**src/pstim_pkg.sv**
```systemverilog
// package: register indices, field layouts and loaded defaults for trigger/irq config
// assumes: byte-wide registers reached through the host parallel register port
package pstim_pkg;
  // register indices
  localparam logic [4:0] IDX_RAIL_A = 5'h00;
  localparam logic [4:0] IDX_RAIL_B = 5'h01;
  localparam logic [4:0] IDX_RAIL_C = 5'h02;
  localparam logic [4:0] IDX_ACT_A = 5'h03;
  localparam logic [4:0] IDX_ACT_B = 5'h04;
  localparam logic [4:0] IDX_PIN_A = 5'h05;
  localparam logic [4:0] IDX_PIN_B = 5'h06;
  localparam logic [4:0] IDX_PIN_C = 5'h07;
  localparam logic [4:0] IDX_SW12 = 5'h08;
  localparam logic [4:0] IDX_SW34 = 5'h09;
  localparam logic [4:0] IDX_SW5 = 5'h0A;
  localparam logic [4:0] IDX_LIN12 = 5'h0B;
  localparam logic [4:0] IDX_LIN34 = 5'h0C;
  localparam logic [4:0] IDX_SUP = 5'h0D;
  localparam logic [4:0] IDX_FALL = 5'h0E;
  localparam logic [4:0] IDX_RISE = 5'h0F;
  localparam logic [4:0] IDX_UPPER = 5'h10;
  localparam logic [4:0] IDX_START = 5'h11;
  localparam logic [4:0] IDX_MISC = 5'h12;
  localparam int NUM_REGS = 19;
  // group choice and fault action encodings
  localparam logic [1:0] GRP_MICRO = 2'h1;
  localparam logic [1:0] GRP_SOC = 2'h2;
  localparam logic [1:0] ACT_IMMEDIATE = 2'h0;
  localparam logic [1:0] ACT_ORDERLY = 2'h1;
  localparam logic [1:0] ACT_MICRO_ERR = 2'h2;
  localparam int NUM_RAILS = 10;
  localparam int NUM_PINS = 11;
  localparam int NUM_IRQ_EVENTS = 58;
  // loaded defaults
  localparam logic [7:0] DEF_RAIL_A = 8'hA5;
  localparam logic [7:0] DEF_RAIL_B = 8'h95;
  localparam logic [7:0] DEF_RAIL_C = 8'h05;
  localparam logic [7:0] DEF_ACT_A = 8'h1A;
  localparam logic [7:0] DEF_ACT_B = 8'h01;
  localparam logic [7:0] DEF_PIN_A = 8'h55;
  localparam logic [7:0] DEF_PIN_B = 8'h55;
  localparam logic [7:0] DEF_PIN_C = 8'h1D;
  localparam logic [7:0] DEF_SW12 = 8'h00;
  localparam logic [7:0] DEF_SW34 = 8'h00;
  localparam logic [7:0] DEF_SW5 = 8'h00;
  localparam logic [7:0] DEF_LIN12 = 8'h00;
  localparam logic [7:0] DEF_LIN34 = 8'h00;
  localparam logic [7:0] DEF_SUP = 8'h00;
  localparam logic [7:0] DEF_FALL = 8'hFF;
  localparam logic [7:0] DEF_RISE = 8'hFF;
  localparam logic [7:0] DEF_UPPER = 8'h3B;
  localparam logic [7:0] DEF_START = 8'h05;
  localparam logic [7:0] DEF_MISC = 8'h04;
  localparam logic [NUM_REGS*8-1:0] DEFAULTS = {
    DEF_MISC, DEF_START, DEF_UPPER, DEF_RISE, DEF_FALL, DEF_SUP, DEF_LIN34, DEF_LIN12,
    DEF_SW5, DEF_SW34, DEF_SW12, DEF_PIN_C, DEF_PIN_B, DEF_PIN_A, DEF_ACT_B, DEF_ACT_A,
    DEF_RAIL_C, DEF_RAIL_B, DEF_RAIL_A};
  // load sequencer
  typedef enum logic [1:0] {PSTIM_LOADING, PSTIM_RUN} pstim_phase_t;
endpackage

```
**src/pstim_top.sv**
```systemverilog
// rail grouping, fault action selection, pin trigger gating and irq gating
// assumes: host register port is synchronous to core_clk_i; pins and events are asynchronous
`timescale 1ns/1ps
module pstim_top (
  input wire logic core_clk_i,
  input wire logic reset_n_i,
  input wire logic reg_wr_i,
  input wire logic [4:0] reg_addr_i,
  input wire logic [7:0] reg_wdata_i,
  output logic [7:0] reg_rdata_o,
  input wire logic [pstim_pkg::NUM_PINS-1:0] pin_level_i,
  input wire logic [pstim_pkg::NUM_IRQ_EVENTS-1:0] irq_event_i,
  input wire logic [2:0] fault_class_i,
  output logic config_ready_o,
  output logic [pstim_pkg::NUM_PINS-1:0] pin_trigger_o,
  output logic [pstim_pkg::NUM_RAILS-1:0] micro_group_o,
  output logic [pstim_pkg::NUM_RAILS-1:0] soc_group_o,
  output logic [1:0] micro_group_fault_action_o,
  output logic [1:0] soc_group_fault_action_o,
  output logic [1:0] ungrouped_fault_action_o,
  output logic [1:0] severe_fault_action_o,
  output logic [1:0] medium_fault_action_o,
  output logic fault_action_valid_o,
  output logic [1:0] fault_action_o,
  output logic interrupt_out_n_o,
  output logic interrupt_out_n_oe_o
);
  // ==========================================================
  // reset release and pin, event and fault class synchronisers
  logic [1:0] rst_pipe;
  logic rst_n;
  always_ff @(posedge core_clk_i or negedge reset_n_i) begin
    if (!reset_n_i) begin
      rst_pipe <= 2'h0;
    end else begin
      rst_pipe <= {rst_pipe[0], 1'b1};
    end
  end
  assign rst_n = rst_pipe[1];
  logic [pstim_pkg::NUM_PINS-1:0] pin_s;
  logic [pstim_pkg::NUM_IRQ_EVENTS-1:0] evt_s;
  logic [2:0] fault_s;
  pstim_sync #(.WIDTH(pstim_pkg::NUM_PINS + pstim_pkg::NUM_IRQ_EVENTS + 3)) u_sync (
    .core_clk_i(core_clk_i),
    .rst_n_i(rst_n),
    .async_i({fault_class_i, irq_event_i, pin_level_i}),
    .sync_o({fault_s, evt_s, pin_s})
  );
  // ==========================================================
  // state
  typedef struct packed {
    pstim_pkg::pstim_phase_t phase;
    logic [4:0] load_idx;
    logic [pstim_pkg::NUM_REGS-1:0][7:0] regs;
    logic [pstim_pkg::NUM_PINS-1:0] trig;
    logic [1:0] action;
    logic action_valid;
    logic irq_active;
  } pstim_state_t;
  pstim_state_t state, next_state;
  // field helpers
  function automatic logic [1:0] grp_field(input logic [7:0] r, input int slot);
    grp_field = r[slot*2 +: 2];
  endfunction
  function automatic logic [1:0] gate_pair(input logic [7:0] r, input int pin);
    gate_pair = r[pin*2 +: 2];
  endfunction
  logic [pstim_pkg::NUM_RAILS-1:0][1:0] grp;
  logic [pstim_pkg::NUM_PINS-1:0][1:0] gates;
  logic [pstim_pkg::NUM_IRQ_EVENTS-1:0] irq_gate;
  logic [4:0][1:0] act;
  always_comb begin
    for (int i = 0; i < 4; i++) begin
      grp[i] = grp_field(state.regs[pstim_pkg::IDX_RAIL_A], i);
      grp[i+4] = grp_field(state.regs[pstim_pkg::IDX_RAIL_B], i);
      gates[i] = gate_pair(state.regs[pstim_pkg::IDX_PIN_A], i);
      gates[i+4] = gate_pair(state.regs[pstim_pkg::IDX_PIN_B], i);
      act[i] = grp_field(state.regs[pstim_pkg::IDX_ACT_A], i);
    end
    grp[8] = grp_field(state.regs[pstim_pkg::IDX_RAIL_C], 0);
    grp[9] = grp_field(state.regs[pstim_pkg::IDX_RAIL_C], 1);
    for (int i = 0; i < 3; i++) begin
      gates[i+8] = gate_pair(state.regs[pstim_pkg::IDX_PIN_C], i);
    end
    act[4] = grp_field(state.regs[pstim_pkg::IDX_ACT_B], 0);
    irq_gate = {state.regs[pstim_pkg::IDX_MISC][2:0], state.regs[pstim_pkg::IDX_UPPER][5:0],
                state.regs[pstim_pkg::IDX_RISE], state.regs[pstim_pkg::IDX_FALL],
                state.regs[pstim_pkg::IDX_START][3:0], state.regs[pstim_pkg::IDX_SUP][1:0],
                state.regs[pstim_pkg::IDX_LIN34][5:0], state.regs[pstim_pkg::IDX_LIN12][5:0],
                state.regs[pstim_pkg::IDX_SW5][2:0], state.regs[pstim_pkg::IDX_SW34][5:0],
                state.regs[pstim_pkg::IDX_SW12][5:0]};
  end
  // ==========================================================
  // next state
  always_comb begin
    next_state = state;
    next_state.action_valid = 1'b0;
    case (state.phase)
      pstim_pkg::PSTIM_LOADING: begin
        next_state.regs[state.load_idx] =
          pstim_pkg::DEFAULTS[state.load_idx*8 +: 8];
        if (state.load_idx == 5'(pstim_pkg::NUM_REGS - 1)) begin
          next_state.phase = pstim_pkg::PSTIM_RUN;
        end else begin
          next_state.load_idx = state.load_idx + 5'h01;
        end
      end
      pstim_pkg::PSTIM_RUN: begin
        if (reg_wr_i && reg_addr_i < 5'(pstim_pkg::NUM_REGS)) begin
          next_state.regs[reg_addr_i] = reg_wdata_i;
        end
        for (int i = 0; i < pstim_pkg::NUM_PINS; i++) begin
          if (gates[i][0]) begin
            next_state.trig[i] = gates[i][1];
          end else begin
            next_state.trig[i] = pin_s[i];
          end
        end
        next_state.irq_active = |(evt_s & ~irq_gate);
        if (fault_s <= 3'h4) begin
          next_state.action = act[fault_s];
          next_state.action_valid = 1'b1;
        end
      end
      default: begin
        next_state.phase = pstim_pkg::PSTIM_LOADING;
      end
    endcase
  end
  always_ff @(posedge core_clk_i or negedge rst_n) begin
    if (!rst_n) begin
      state <= '0;
    end else begin
      state <= next_state;
    end
  end
  // ==========================================================
  // outputs
  always_comb begin
    for (int i = 0; i < pstim_pkg::NUM_RAILS; i++) begin
      micro_group_o[i] = (grp[i] == pstim_pkg::GRP_MICRO);
      soc_group_o[i] = (grp[i] == pstim_pkg::GRP_SOC);
    end
  end
  assign reg_rdata_o = (reg_addr_i < 5'(pstim_pkg::NUM_REGS)) ? state.regs[reg_addr_i] : 8'h00;
  assign config_ready_o = (state.phase == pstim_pkg::PSTIM_RUN);
  assign pin_trigger_o = state.trig;
  assign micro_group_fault_action_o = act[0];
  assign soc_group_fault_action_o = act[1];
  assign ungrouped_fault_action_o = act[2];
  assign severe_fault_action_o = act[3];
  assign medium_fault_action_o = act[4];
  assign fault_action_o = state.action;
  assign fault_action_valid_o = state.action_valid;
  assign interrupt_out_n_o = 1'b0;
  assign interrupt_out_n_oe_o = state.irq_active;
endmodule // pstim_top

```
**src/pstim_sync.sv**
```systemverilog
// two-flop synchroniser for a bus of pin, event and fault class inputs
// assumes: inputs asynchronous to core_clk_i
`timescale 1ns/1ps
module pstim_sync #(
  parameter int WIDTH = 1
) (
  input wire logic core_clk_i,
  input wire logic rst_n_i,
  input wire logic [WIDTH-1:0] async_i,
  output logic [WIDTH-1:0] sync_o
);
  typedef struct packed {
    logic [WIDTH-1:0] first;
    logic [WIDTH-1:0] second;
  } pstim_sync_state_t;
  pstim_sync_state_t state, next_state;
  always_comb begin
    next_state.first = async_i;
    next_state.second = state.first;
  end
  always_ff @(posedge core_clk_i or negedge rst_n_i) begin
    if (!rst_n_i) begin
      state <= '0;
    end else begin
      state <= next_state;
    end
  end
  assign sync_o = state.second;
endmodule // pstim_sync

```
**config.mk**
```make
export PLATFORM = sky130hd
export DESIGN_NAME = pstim_top
export DESIGN_NICKNAME = d
export VERILOG_FILES = /design/src/pstim_pkg.sv /design/src/pstim_top.sv /design/src/pstim_sync.sv
export SDC_FILE = /design/constraint.sdc
export NUM_CORES = 1
export LEC_CHECK = 0
export BUFFER_PORTS_ARGS = -buffer_cell sky130_fd_sc_hd__clkbuf_2
export CAP_MARGIN = 20
export CORE_MARGIN = 5
export CORE_UTILIZATION = 35
export CTS_BUF_LIST = sky130_fd_sc_hd__clkbuf_16
export CTS_CLUSTER_SIZE = 25
export DETAILED_ROUTE_END_ITERATION = 12
export GPL_TIMING_DRIVEN = 0
export PLACE_DENSITY_LB_ADDON = 0.3
export SLEW_MARGIN = 10
export SYNTH_ARGS = -nofsm -noshare
export SYNTH_HDL_FRONTEND = slang
export SYNTH_SLANG_ARGS = --single-unit
```
**constraint.sdc**
```tcl
create_clock -name core_clk_i -period 9.9 [get_ports core_clk_i]
set_input_delay 1.485 -clock core_clk_i [delete_from_list [all_inputs] [get_ports core_clk_i]]
set_output_delay 1.485 -clock core_clk_i [all_outputs]
set_load 0.05 [all_outputs]
```
[Word level (Yosys, flattened, before mapping)]
Index checks and enable logic that the tools add are counted.
W data, S select, Z words.
Storage, ports and cells
  flip-flop bits (word level): 320
  input bits: 88
  logic and storage cells: 103
Cells by class
  reductions and logical operators: 10
  add/subtract/negate cells: 1
  bitwise gates (word level): 4
  equal/unequal tests: 24
  shift operators: 1
  magnitude comparators: 7
  mux-type cells: 28
Operators with widths (number)
  $bwmux W152: 2
  $pmux W152 S2: 1
  $mux W152: 1
  $shiftx A152 B9 Y8 const A: 1
  $demux W8 S5: 2
  $and A58 B58 Y58: 1
  $not A58 Y58: 1
  $reduce_or A58 Y1: 1
  $bmux W8 S5: 1
  $mux W8: 4
  $eq A2 B1 Y1 const B: 11
  $eq A2 B2 Y1 const B: 10
  $lt A5 B6 Y1 const B: 2
  $mux W1: 12
  $ge A5 B1 Y1 const B: 2
  $reduce_and A2 Y1: 4
  $bmux W2 S3: 1
  $mux W2: 3
  $add A5 B1 Y5 const B: 1
  $eq A5 B5 Y1 const B: 1
  $lt A5 B5 Y1 const B: 1
  $lt A3 B4 Y1 const B: 1
  $pmux W2 S2: 1
  $le A3 B3 Y1 const B: 1
  other kinds (6): 9

[Longest topological paths before layout]
Gate-level depths: netlist of run 1.
  word-level depth: 7
  mapped depth: 10
  gate-level depth less buffers: 7

[By module]
From an unflattened synthesis of run 1, not the netlist that was laid out.
Second synthesis, totals
  cells, all modules: 1138
  area total of the unflattened synthesis: 13603.0 sq um
Modules (own cells, without submodules)
  pstim_top: cells each 994, seq. area each 4379.2 sq um, instances 1, area each 9999.6 sq um
  pstim_sync: cells each 144, seq. area each 3603.5 sq um, instances 1, area each 3603.5 sq um

[Worst setup path before layout of run 1]
OpenSTA, ideal clock, no wires.
  path kind: input port to output port
  start point: in reg_addr_i[2]
  end point: out reg_rdata_o[1]
  stages: 6
  data arrival time: 3653 ps
  setup slack: 4762 ps
  path buffers: 3
  path through: buf_4 buf_2 clkbuf_1 nor2b_1 a22oi_1 o21ai_0
On the way
  cells in the longest elaborated chain, start to end: 3
  elaborated cells on any way between the ends: 4
  those cells by class: order compare: 1; mux: 3
RTL lines
  from (decl): RTL line pstim_top.sv:8  | input wire logic [4:0] reg_addr_i,
  $bmux W8 S5: RTL line pstim_top.sv:145  | assign reg_rdata_o = (reg_addr_i < 5'(pstim_pkg::NUM_REGS)) ? state.regs[reg_addr_i] : 8'h00;
  $mux W8 (not written as such): RTL line pstim_top.sv:145
  $mux W8 (*): RTL line pstim_top.sv:145
  to (decl): RTL line pstim_top.sv:10  | output logic [7:0] reg_rdata_o,
Every way passes the cells marked *; elsewhere a longest branch is shown, timed or not. The select of a mux whose other input is x is not followed.

[Worst setup path after layout of run 1]
  start point: in reg_addr_i[0]
  end point: out reg_rdata_o[7]
Same word-level chain as after synthesis.

==> results of run 1 <==
## cells in the mapped netlist (all sizes together), types with 5 or more instances
master,instances
and2,13
nand4,41
o31ai,8
o21a,11
a211oi,6
a22oi,30
dfrtp,319
nand2b,8
o2bb2ai,5
nor2,92
mux2i,29
inv,56
clkbuf,25
nor2b,55
o311ai,6
buf,71
o21ai,97
o22ai,5
nand2,82
mux4,28
a2111o,5
nand3,20
a2111oi,11
a21oi,68
ha,6
a31oi,8
o221ai,12
nor3b,5
mux2,38
o22a,7
a22o,6
## power by group
| group | total, mW | switching, mW | internal, mW |
|---|---|---|---|
| Sequential | 1.49 | 0.0846 | 1.41 |
| Combinational | 0.439 | 0.281 | 0.158 |
| Clock | 1.40 | 0.569 | 0.832 |
## cells by family after synthesis
| family | synth area share [%] |
|---|---|
| adders and majority gates | 0.532 |
| buffers and inverters | 5.65 |
| other | 0.0532 |
| AOI/OAI and AO/OA | 15.0 |
| muxes | 9.55 |
| xor gates and xnor gates | 0.186 |
| DFF | 56.5 |
| and+or+nand+nor | 12.5 |
## layer usage
metal / vias to the layer above / track usage [%] / part of all wire (%)
met5: - / 0 / 0
met4: 0 / 8.65 / 4.4
met3: 113 / 5.97 / 8.6
met2: 515 / 32.0 / 44
met1: 5295 / 29.3 / 43
li1: 4749 / - / -
## layout by cell type (no fill, tap or decap), drive strengths merged, types with 6 or more instances in the layout
master	instances
a21oi	68
mux4	28
o31ai	8
nand4	41
a22oi	30
inv	62
nand3	20
o221ai	12
dfrtp	319
bufinv	6
nor2	92
a211oi	6
o22a	7
clkinv	14
mux2	38
clkbuf	197
a22o	6
o21ai	97
a31oi	8
nor2b	55
ha	6
and2	13
o311ai	6
nand2	82
buf	77
nand2b	8
a2111oi	11
mux2i	29
o21a	11
## worst reg2reg max path, cell delays in order (launching register included)
cell and delay [ps]:
dfrtp_1 350, clkbuf_1 400, buf_2 370, buf_2 280, buf_2 420, buf_1 700, nand4_1 300, o21ai_0 170
## sequential cells by signal, indices dropped and copies added, names as in the netlist
register                    count
u_sync.next_state              72
u_sync.sync_o                  72
irq_gate                       58
state                          48
gates                          22
grp                            20
pin_trigger_o                  11
fault_action_o                  2
medium_fault_action_o           2
micro_group_fault_action_o      2
rst_pipe                        2
severe_fault_action_o           2
soc_group_fault_action_o        2
ungrouped_fault_action_o        2
fault_action_valid_o            1
interrupt_out_n_oe_o            1
## area by class of cell
cell class / count / area (um2)
fillers: 3899 / 23000
clock inverters: 30 / 339
repair buffers: 142 / 831
inverters: 56 / 210
multi-input cells: 751 / 5340
flip-flops and latches: 319 / 7990
clock buffers: 36 / 901
diodes: 2 / 5.00
plain buffers: 96 / 587
well taps: 525 / 657
## worst max path at each step
stage / to / slack, ps / cells past startpoint
after floorplan: fault_action_o[0] / 350 / 0
after global placement: u_sync.sync_o[15] / -3180 / 0
after detailed placement: reg_rdata_o[7] / 4340 / 9
after CTS: reg_rdata_o[7] / 4340 / 9
after global routing: reg_rdata_o[4] / 4270 / 10
final: reg_rdata_o[7] / 4250 / 9
## through the flow
step	TNS [ps]	util [%]	instances	hold WS, ps
finish	0	42.3	1957	285
global route	0	42.3	1956	351
CTS	0	42.3	1955	308
detailed placement	0	39.2	1889	304
global placement	-997500	38.8	1883	332
floorplan	0	-	1222	331
==> impl_metrics.json, run 1 <==
{
  "start_kind": "input pin",
  "cp_max_fo": 10,
  "synth_nets": 1316,
  "die_x_um": 211,
  "cp.arrival_ps": 4160,
  "setup_violations": 0,
  "syn_avg_cell_area_um2": 11.6,
  "synth_cell_type_count": 76,
  "cpMostUsedCell": "buf_8",
  "cts_tree": "yes",
  "synth-async-reset-ratio_pct": 100,
  "syn-cell-area_um2": 14100,
  "ys_seq_area_share_pct": 56.5,
  "path_clk_slew_ps": 60,
  "critical-path-top-delay-family": "compound AO/OA/AOI/OAI gates",
  "grt_overflow_total": 0,
  "insertion_delay_ps": 560,
  "crit_start": "reg_addr_i[0]",
  "clock.fmax_ghz": 0.177,
  "syn2layout_area_growth_pct": 19.4,
  "dieArea_um2": 44500,
  "path_buf_inv": 6,
  "dpl.hpwl_um": 34600,
  "slew_headroom_pct": 24.4,
  "root_buffer": "clkbuf_16",
  "cp.required_ps": 8420,
  "ant_nets": 0,
  "cts_buffers": 36,
  "rsz0062_at_grt": "false",
  "p_leak_nw": 7.27,
  "final_area_um2": 16900,
  "vias_per_cell": 5.45,
  "drv_slew": 0,
  "grt_max_degree": 68,
  "io_pins": 143,
  "synth_edf_count": 0,
  "worstPathCellList": "clkbuf_2 > buf_6 > buf_8 > buf_8 > buf_8 > a211oi_1 > a2111oi_0 > a221o_1 > clkbuf_2",
  "cap_violations": 0,
  "track_usage_pct": 21.3,
  "dr_total_vias": 10700,
  "dr.pass1.iters": 5,
  "yosys-top-cells-area": "dfrtp_1 (57%), mux4_2 (4.5%), o21ai_0 (3.0%)",
  "ys.flop_type": "dfrtp_1",
  "num_rows": 73,
  "fp.coreArea_um2": 39800,
  "cts_resized": 0,
  "finClkSkew_ps": 18.9,
  "yosysTopAreaCell": "dfrtp_1",
  "drtIter0Drc": 1260,
  "total_power_mw": 3.33,
  "max_stage_delay_ps": 980,
  "worst_pin_slew_ps": 1110,
  "antenna_found_initial": 2,
  "die_height_um": 211,
  "power.density_nw_per_um2": 198,
  "rr_worst_depth": 7,
  "cts_setup_buffers": 0,
  "place.gp.congestion": 0.946,
  "setup_slack_ps": 4250,
  "clock_path_buffers": 3,
  "clock_sinks": 319,
  "syn-instance-count": 1222,
  "placedInstanceArea_um2": 15600,
  "endpoint_kind": "output pin",
  "crit_slowest_cell": "a2111oi_0",
  "wire_per_inst_um": 24.4,
  "reg2reg_to": "gates[21]",
  "yosysWarnings": 0,
  "ys_ff_latch": 319,
  "critPathKind": "input pin to output pin",
  "final_nets": 1496,
  "start_util_pct": 35.4,
  "fin_crit_sh_pct": 57.1,
  "grt_pass1_vias": 10800,
  "wl_um": 47700,
  "finalHoldViolations": 0,
  "hold_class": "flip-flop to asynchronous set/reset pin",
  "h-tree-depth": 2,
  "vdd_drop_max_v": 0.000112,
  "yosysTopAreaCellShare_pct": 56.5,
  "pre_cts_ws_ps": 4340,
  "period_needed_ps": 5650,
  "route.detailed.drc": 0,
  "io_buffers": 136,
  "drive_above_1_share_pct": 25.2,
  "status": "finished, final reports clean",
  "grt_pass1_wl_um": 70500,
  "postCtsHoldBufs": 0,
  "rr_startpoint": "state[172]",
  "rrSetupSlack_ps": 6810
}
Note: power is estimated with default switching activity, not from simulation.
==> run 2, diff against run 1 <==
clock period = 4.6 ns   (was 9.9 ns; I/O delays follow)
==> impl_metrics.json, run 2 (synthesis results as in run 1) <==
{
  "h-tree-depth": 2,
  "root_buffer": "clkbuf_16",
  "clock_path_buffers": 3,
  "n_fill_cell": 3844,
  "slew_headroom_pct": 24.9,
  "setup_violations": 0,
  "max_stage_delay_ps": 970,
  "cts_resized": 0,
  "rsz0062_at_grt": "false",
  "postCtsHoldBufs": 1,
  "worst_pin_slew_ps": 1100,
  "cts_setup_buffers": 0,
  "fin_crit_sh_pct": 87.0,
  "crit_slowest_cell": "a2111oi_0",
  "dpl.hpwl_um": 34300,
  "holdWs_ps": 231,
  "antenna_found_initial": 0,
  "drv_slew": 0,
  "placedInstanceArea_um2": 15600,
  "p_leak_nw": 7.28,
  "die_x_um": 211,
  "cts_tree": "yes",
  "finalHoldViolations": 0,
  "insertion_delay_ps": 570,
  "hold_class": "input pin to flip-flop",
  "fp.coreArea_um2": 39800,
  "path_buf_inv": 6,
  "drive_above_1_share_pct": 24.8,
  "setup_slack_ps": 597,
  "grt_overflow_total": 0,
  "route.detailed.drc": 0,
  "pre_cts_ws_ps": 689,
  "syn2layout_area_growth_pct": 19.1,
  "final_area_um2": 16800,
  "path_clk_slew_ps": 60,
  "final_util_pct": 42.2,
  "drtIter0Drc": 1301,
  "vdd_drop_max_v": 0.000272,
  "num_rows": 73,
  "start_util_pct": 35.4,
  "cpMostUsedCell": "buf_8",
  "final_nets": 1498,
  "power.density_nw_per_um2": 417,
  "die_height_um": 211,
  "cp.arrival_ps": 3310,
  "track_usage_pct": 21.1,
  "critical-path-top-delay-family": "compound AO/OA/AOI/OAI gates",
  "vias_per_cell": 5.61,
  "grt_max_degree": 70,
  "finClkSkew_ps": 29.0,
  "grt_pass1_wl_um": 71100,
  "setup_tns_ps": 0,
  "cp_max_fo": 10,
  "io_pins": 143,
  "period_needed_ps": 4000,
  "wl_um": 47500,
  "clock_sinks": 319,
  "dieArea_um2": 44500,
  "final_cell_mix": "dfrtp_1 (318), clkbuf_2 (138), nor2_1 (92), o21ai_0 (86), nand2_1 (82)",
  "multi_input_area_um2": 5340,
  "layout_commonest_cell": "dfrtp_1",
  "cp.required_ps": 3910,
  "wire_per_inst_um": 24.3,
  "dr.pass1.iters": 6,
  "regArea_um2": 7990,
  "diodes": 0,
  "place.gp.congestion": 0.963,
  "ant_nets": 0,
  "io_buffers": 136,
  "clock.fmax_ghz": 0.250,
  "grt_pass1_vias": 11000,
  "worstPathCellList": "clkbuf_2 > buf_6 > buf_8 > buf_8 > buf_8 > a211oi_1 > a2111oi_0 > a221o_1 > clkbuf_2",
  "endpoint_kind": "output pin",
  "dr_total_vias": 11000,
  "status": "finished, final reports clean",
  "cts_buffers": 37,
  "start_kind": "input pin",
  "critPathKind": "input pin to output pin",
  "cap_violations": 0
}
[run 2: changes by cell type in the layout (fill, tap and decap cells not counted), sizes merged, moves of 2 or more]
cell / previous run / this run
clkinvlp: 4 / 1
diode: 2 / 0
bufinv: 6 / 2
clkinv: 14 / 18
inv: 62 / 64
[run 2: worst paths after layout]
kind | startpoint | end | slack, ps | cells after the start
min | irq_event_i[1] | u_sync.next_state[12] | 230 | 1
max | reg_addr_i[0] | reg_rdata_o[7] | 600 | 9
max in group asynchronous | rst_pipe[1] | u_sync.sync_o[66] | 3320 | 2
max reg2reg | state[172] | gates[21] | 1410 | 7
min reg2reg | rst_pipe[1] | irq_gate[31] | 270 | 0
min in group asynchronous | rst_pipe[1] | irq_gate[31] | 270 | 0
[run 2: stage by stage]
step	power, mW	instances
4_1_cts	7.07	1956
3_3_place_gp	4.17	1883
3_5_place_dp	4.20	1889
5_1_grt	7.27	1956
2_1_floorplan	3.83	1222
6_report	7.01	1956
[run 2: metal layers]
metal	GRT usage (%)	vias to the layer above	routed length, um
li1	-	4741	-
met1	29.9	5514	20100
met2	32.9	595	21500
met4	7.44	0	1900
met5	0	-	0
met3	3.68	122	4030
[run 2: worst register-to-register path: cells and delay by family (launching register included)]
kind,cells,cell delay [ps]
buf+inv,5,2210
simple gates,1,360
flops,1,330
compound gates,1,190
[run 2: final cells by class]
class / count / area share [%]
plain buffers: 96 / 3.49
clock buffers: 37 / 5.51
clock inverters: 29 / 1.62
inverters: 56 / 1.25
multi-input cells: 751 / 31.8
flip-flops and latches: 319 / 47.5
well taps: 525 / 3.91
repair buffers: 143 / 4.97
[run 2: where the power goes]
group,internal (mW),switching (mW)
Combinational,0.339,0.604
Clock,1.61,1.25
Sequential,3.03,0.187
==> run 3, diff against run 2 <==
CORE_UTILIZATION = 45   (was 35)
==> impl_metrics.json, run 3 (synthesis results as in run 1) <==
{
  "clock_sinks": 319,
  "drv_slew": 0,
  "drive_above_1_share_pct": 24.6,
  "place.gp.congestion": 1.03,
  "io_pins": 143,
  "setup_tns_ps": 0,
  "finalHoldViolations": 0,
  "ant_nets": 0,
  "dieArea_um2": 35000,
  "start_kind": "input pin",
  "dpl.hpwl_um": 33100,
  "fp.coreArea_um2": 30700,
  "hold_class": "flip-flop to asynchronous set/reset pin",
  "rsz0062_at_grt": "false",
  "status": "finished, final reports clean",
  "clock_path_buffers": 3,
  "n_fill_cell": 2721,
  "syn2layout_area_growth_pct": 17.1,
  "cp.arrival_ps": 3260,
  "fin_crit_sh_pct": 85.9,
  "p_leak_nw": 7.21,
  "cts_buffers": 35,
  "multi_input_area_um2": 5340,
  "cp_max_fo": 10,
  "placedInstanceArea_um2": 15400,
  "start_util_pct": 45.9,
  "root_buffer": "clkbuf_16",
  "max_stage_delay_ps": 900,
  "insertion_delay_ps": 530,
  "final_util_pct": 53.8,
  "vdd_drop_max_v": 0.000318,
  "track_usage_pct": 25.9,
  "worst_pin_slew_ps": 1180,
  "cpMostUsedCell": "buf_8",
  "clock.fmax_ghz": 0.253,
  "finClkSkew_ps": 18.1,
  "wl_um": 45600,
  "drtIter0Drc": 1388,
  "antenna_found_initial": 4,
  "slew_headroom_pct": 21.5,
  "dr_total_vias": 10900,
  "power.density_nw_per_um2": 411,
  "cts_tree": "yes",
  "final_area_um2": 16500,
  "route.detailed.drc": 0,
  "vias_per_cell": 5.95,
  "layout_commonest_cell": "dfrtp_1",
  "die_x_um": 187,
  "worstPathCellList": "clkbuf_2 > buf_6 > buf_8 > buf_8 > buf_8 > a211oi_1 > a2111oi_0 > a221o_1 > clkbuf_2",
  "setup_slack_ps": 647,
  "dr.pass1.iters": 5,
  "setup_violations": 0,
  "grt_overflow_total": 0,
  "die_height_um": 187,
  "h-tree-depth": 2,
  "path_clk_slew_ps": 60,
  "cp.required_ps": 3910,
  "final_cell_mix": "dfrtp_1 (318), clkbuf_2 (138), nor2_1 (92), o21ai_0 (86), nand2_1 (82)",
  "endpoint_kind": "output pin",
  "final_nets": 1495,
  "io_buffers": 136,
  "cap_violations": 0,
  "cts_resized": 0,
  "grt_pass1_wl_um": 69400,
  "regArea_um2": 7990,
  "pre_cts_ws_ps": 728,
  "crit_slowest_cell": "a2111oi_0",
  "critPathKind": "input pin to output pin",
  "num_rows": 64,
  "grt_max_degree": 70,
  "holdWs_ps": 256,
  "wire_per_inst_um": 25.0,
  "period_needed_ps": 3950,
  "grt_pass1_vias": 10900
}
[run 3: path summary, 6_finish.rpt]
| kind | start | endpoint | slack, ps | depth (start not counted) |
|---|---|---|---|---|
| max in group asynchronous | rst_pipe[1] | state[172] | 3100 | 3 |
| min | rst_pipe[1] | u_sync.next_state[51] | 260 | 0 |
| max | reg_addr_i[0] | reg_rdata_o[7] | 650 | 9 |
| min in group core_clk_i | irq_event_i[17] | u_sync.next_state[28] | 270 | 1 |
| max reg2reg | state[172] | gates[21] | 1590 | 7 |
| min reg2reg | rst_pipe[1] | u_sync.next_state[51] | 260 | 0 |
[run 3: per-stage QoR]
step                      instances  power, mW
after floorplan                1222       3.83
after global placement         1754       4.15
after detailed placement       1759       4.18
after CTS                      1822       6.83
after global routing           1825       7.04
final                          1825       6.79
[run 3: repair_timing]
item                                    in CTS  in global routing
setup buffers                                0                  0
endpoints found under the setup margin       0                  0
hold buffers                                 1                  0
endpoints found under the hold margin        2                  0
[run 3: area by class of cell]
| class | instances | share of cell area [%] |
|---|---|---|
| sequential | 319 | 48.3 |
| multi-input combinational | 751 | 32.3 |
| clock buffer | 35 | 5.30 |
| timing repair buffer | 142 | 5.01 |
| buffer | 96 | 3.55 |
| tap | 396 | 3.00 |
| inverter | 56 | 1.27 |
| clock inverter | 27 | 1.21 |
| antenna | 3 | 0.0454 |
[run 3: power by group]
part / leakage [nW] / internal (mW) / switching, mW
clock: 0.550 / 1.51 / 1.14
combinational: 2.82 / 0.339 / 0.598
sequential: 3.84 / 3.03 / 0.175
[run 3: layer usage]
layer	up-vias	track usage (%)	routed length (um)	share of wire (%)
met4	2	12.8	2560	5.6
li1	4745	-	-	-
met3	148	5.79	4480	9.8
met2	586	37.8	19900	44
met1	5375	36.8	18600	41
met5	-	0	7	0.015
[run 3: critical path: cells and delay by family]
kind / cells / cell delay, ps
buffers and inverters: 6 / 1240
AO/OA/AOI/OAI: 3 / 1290
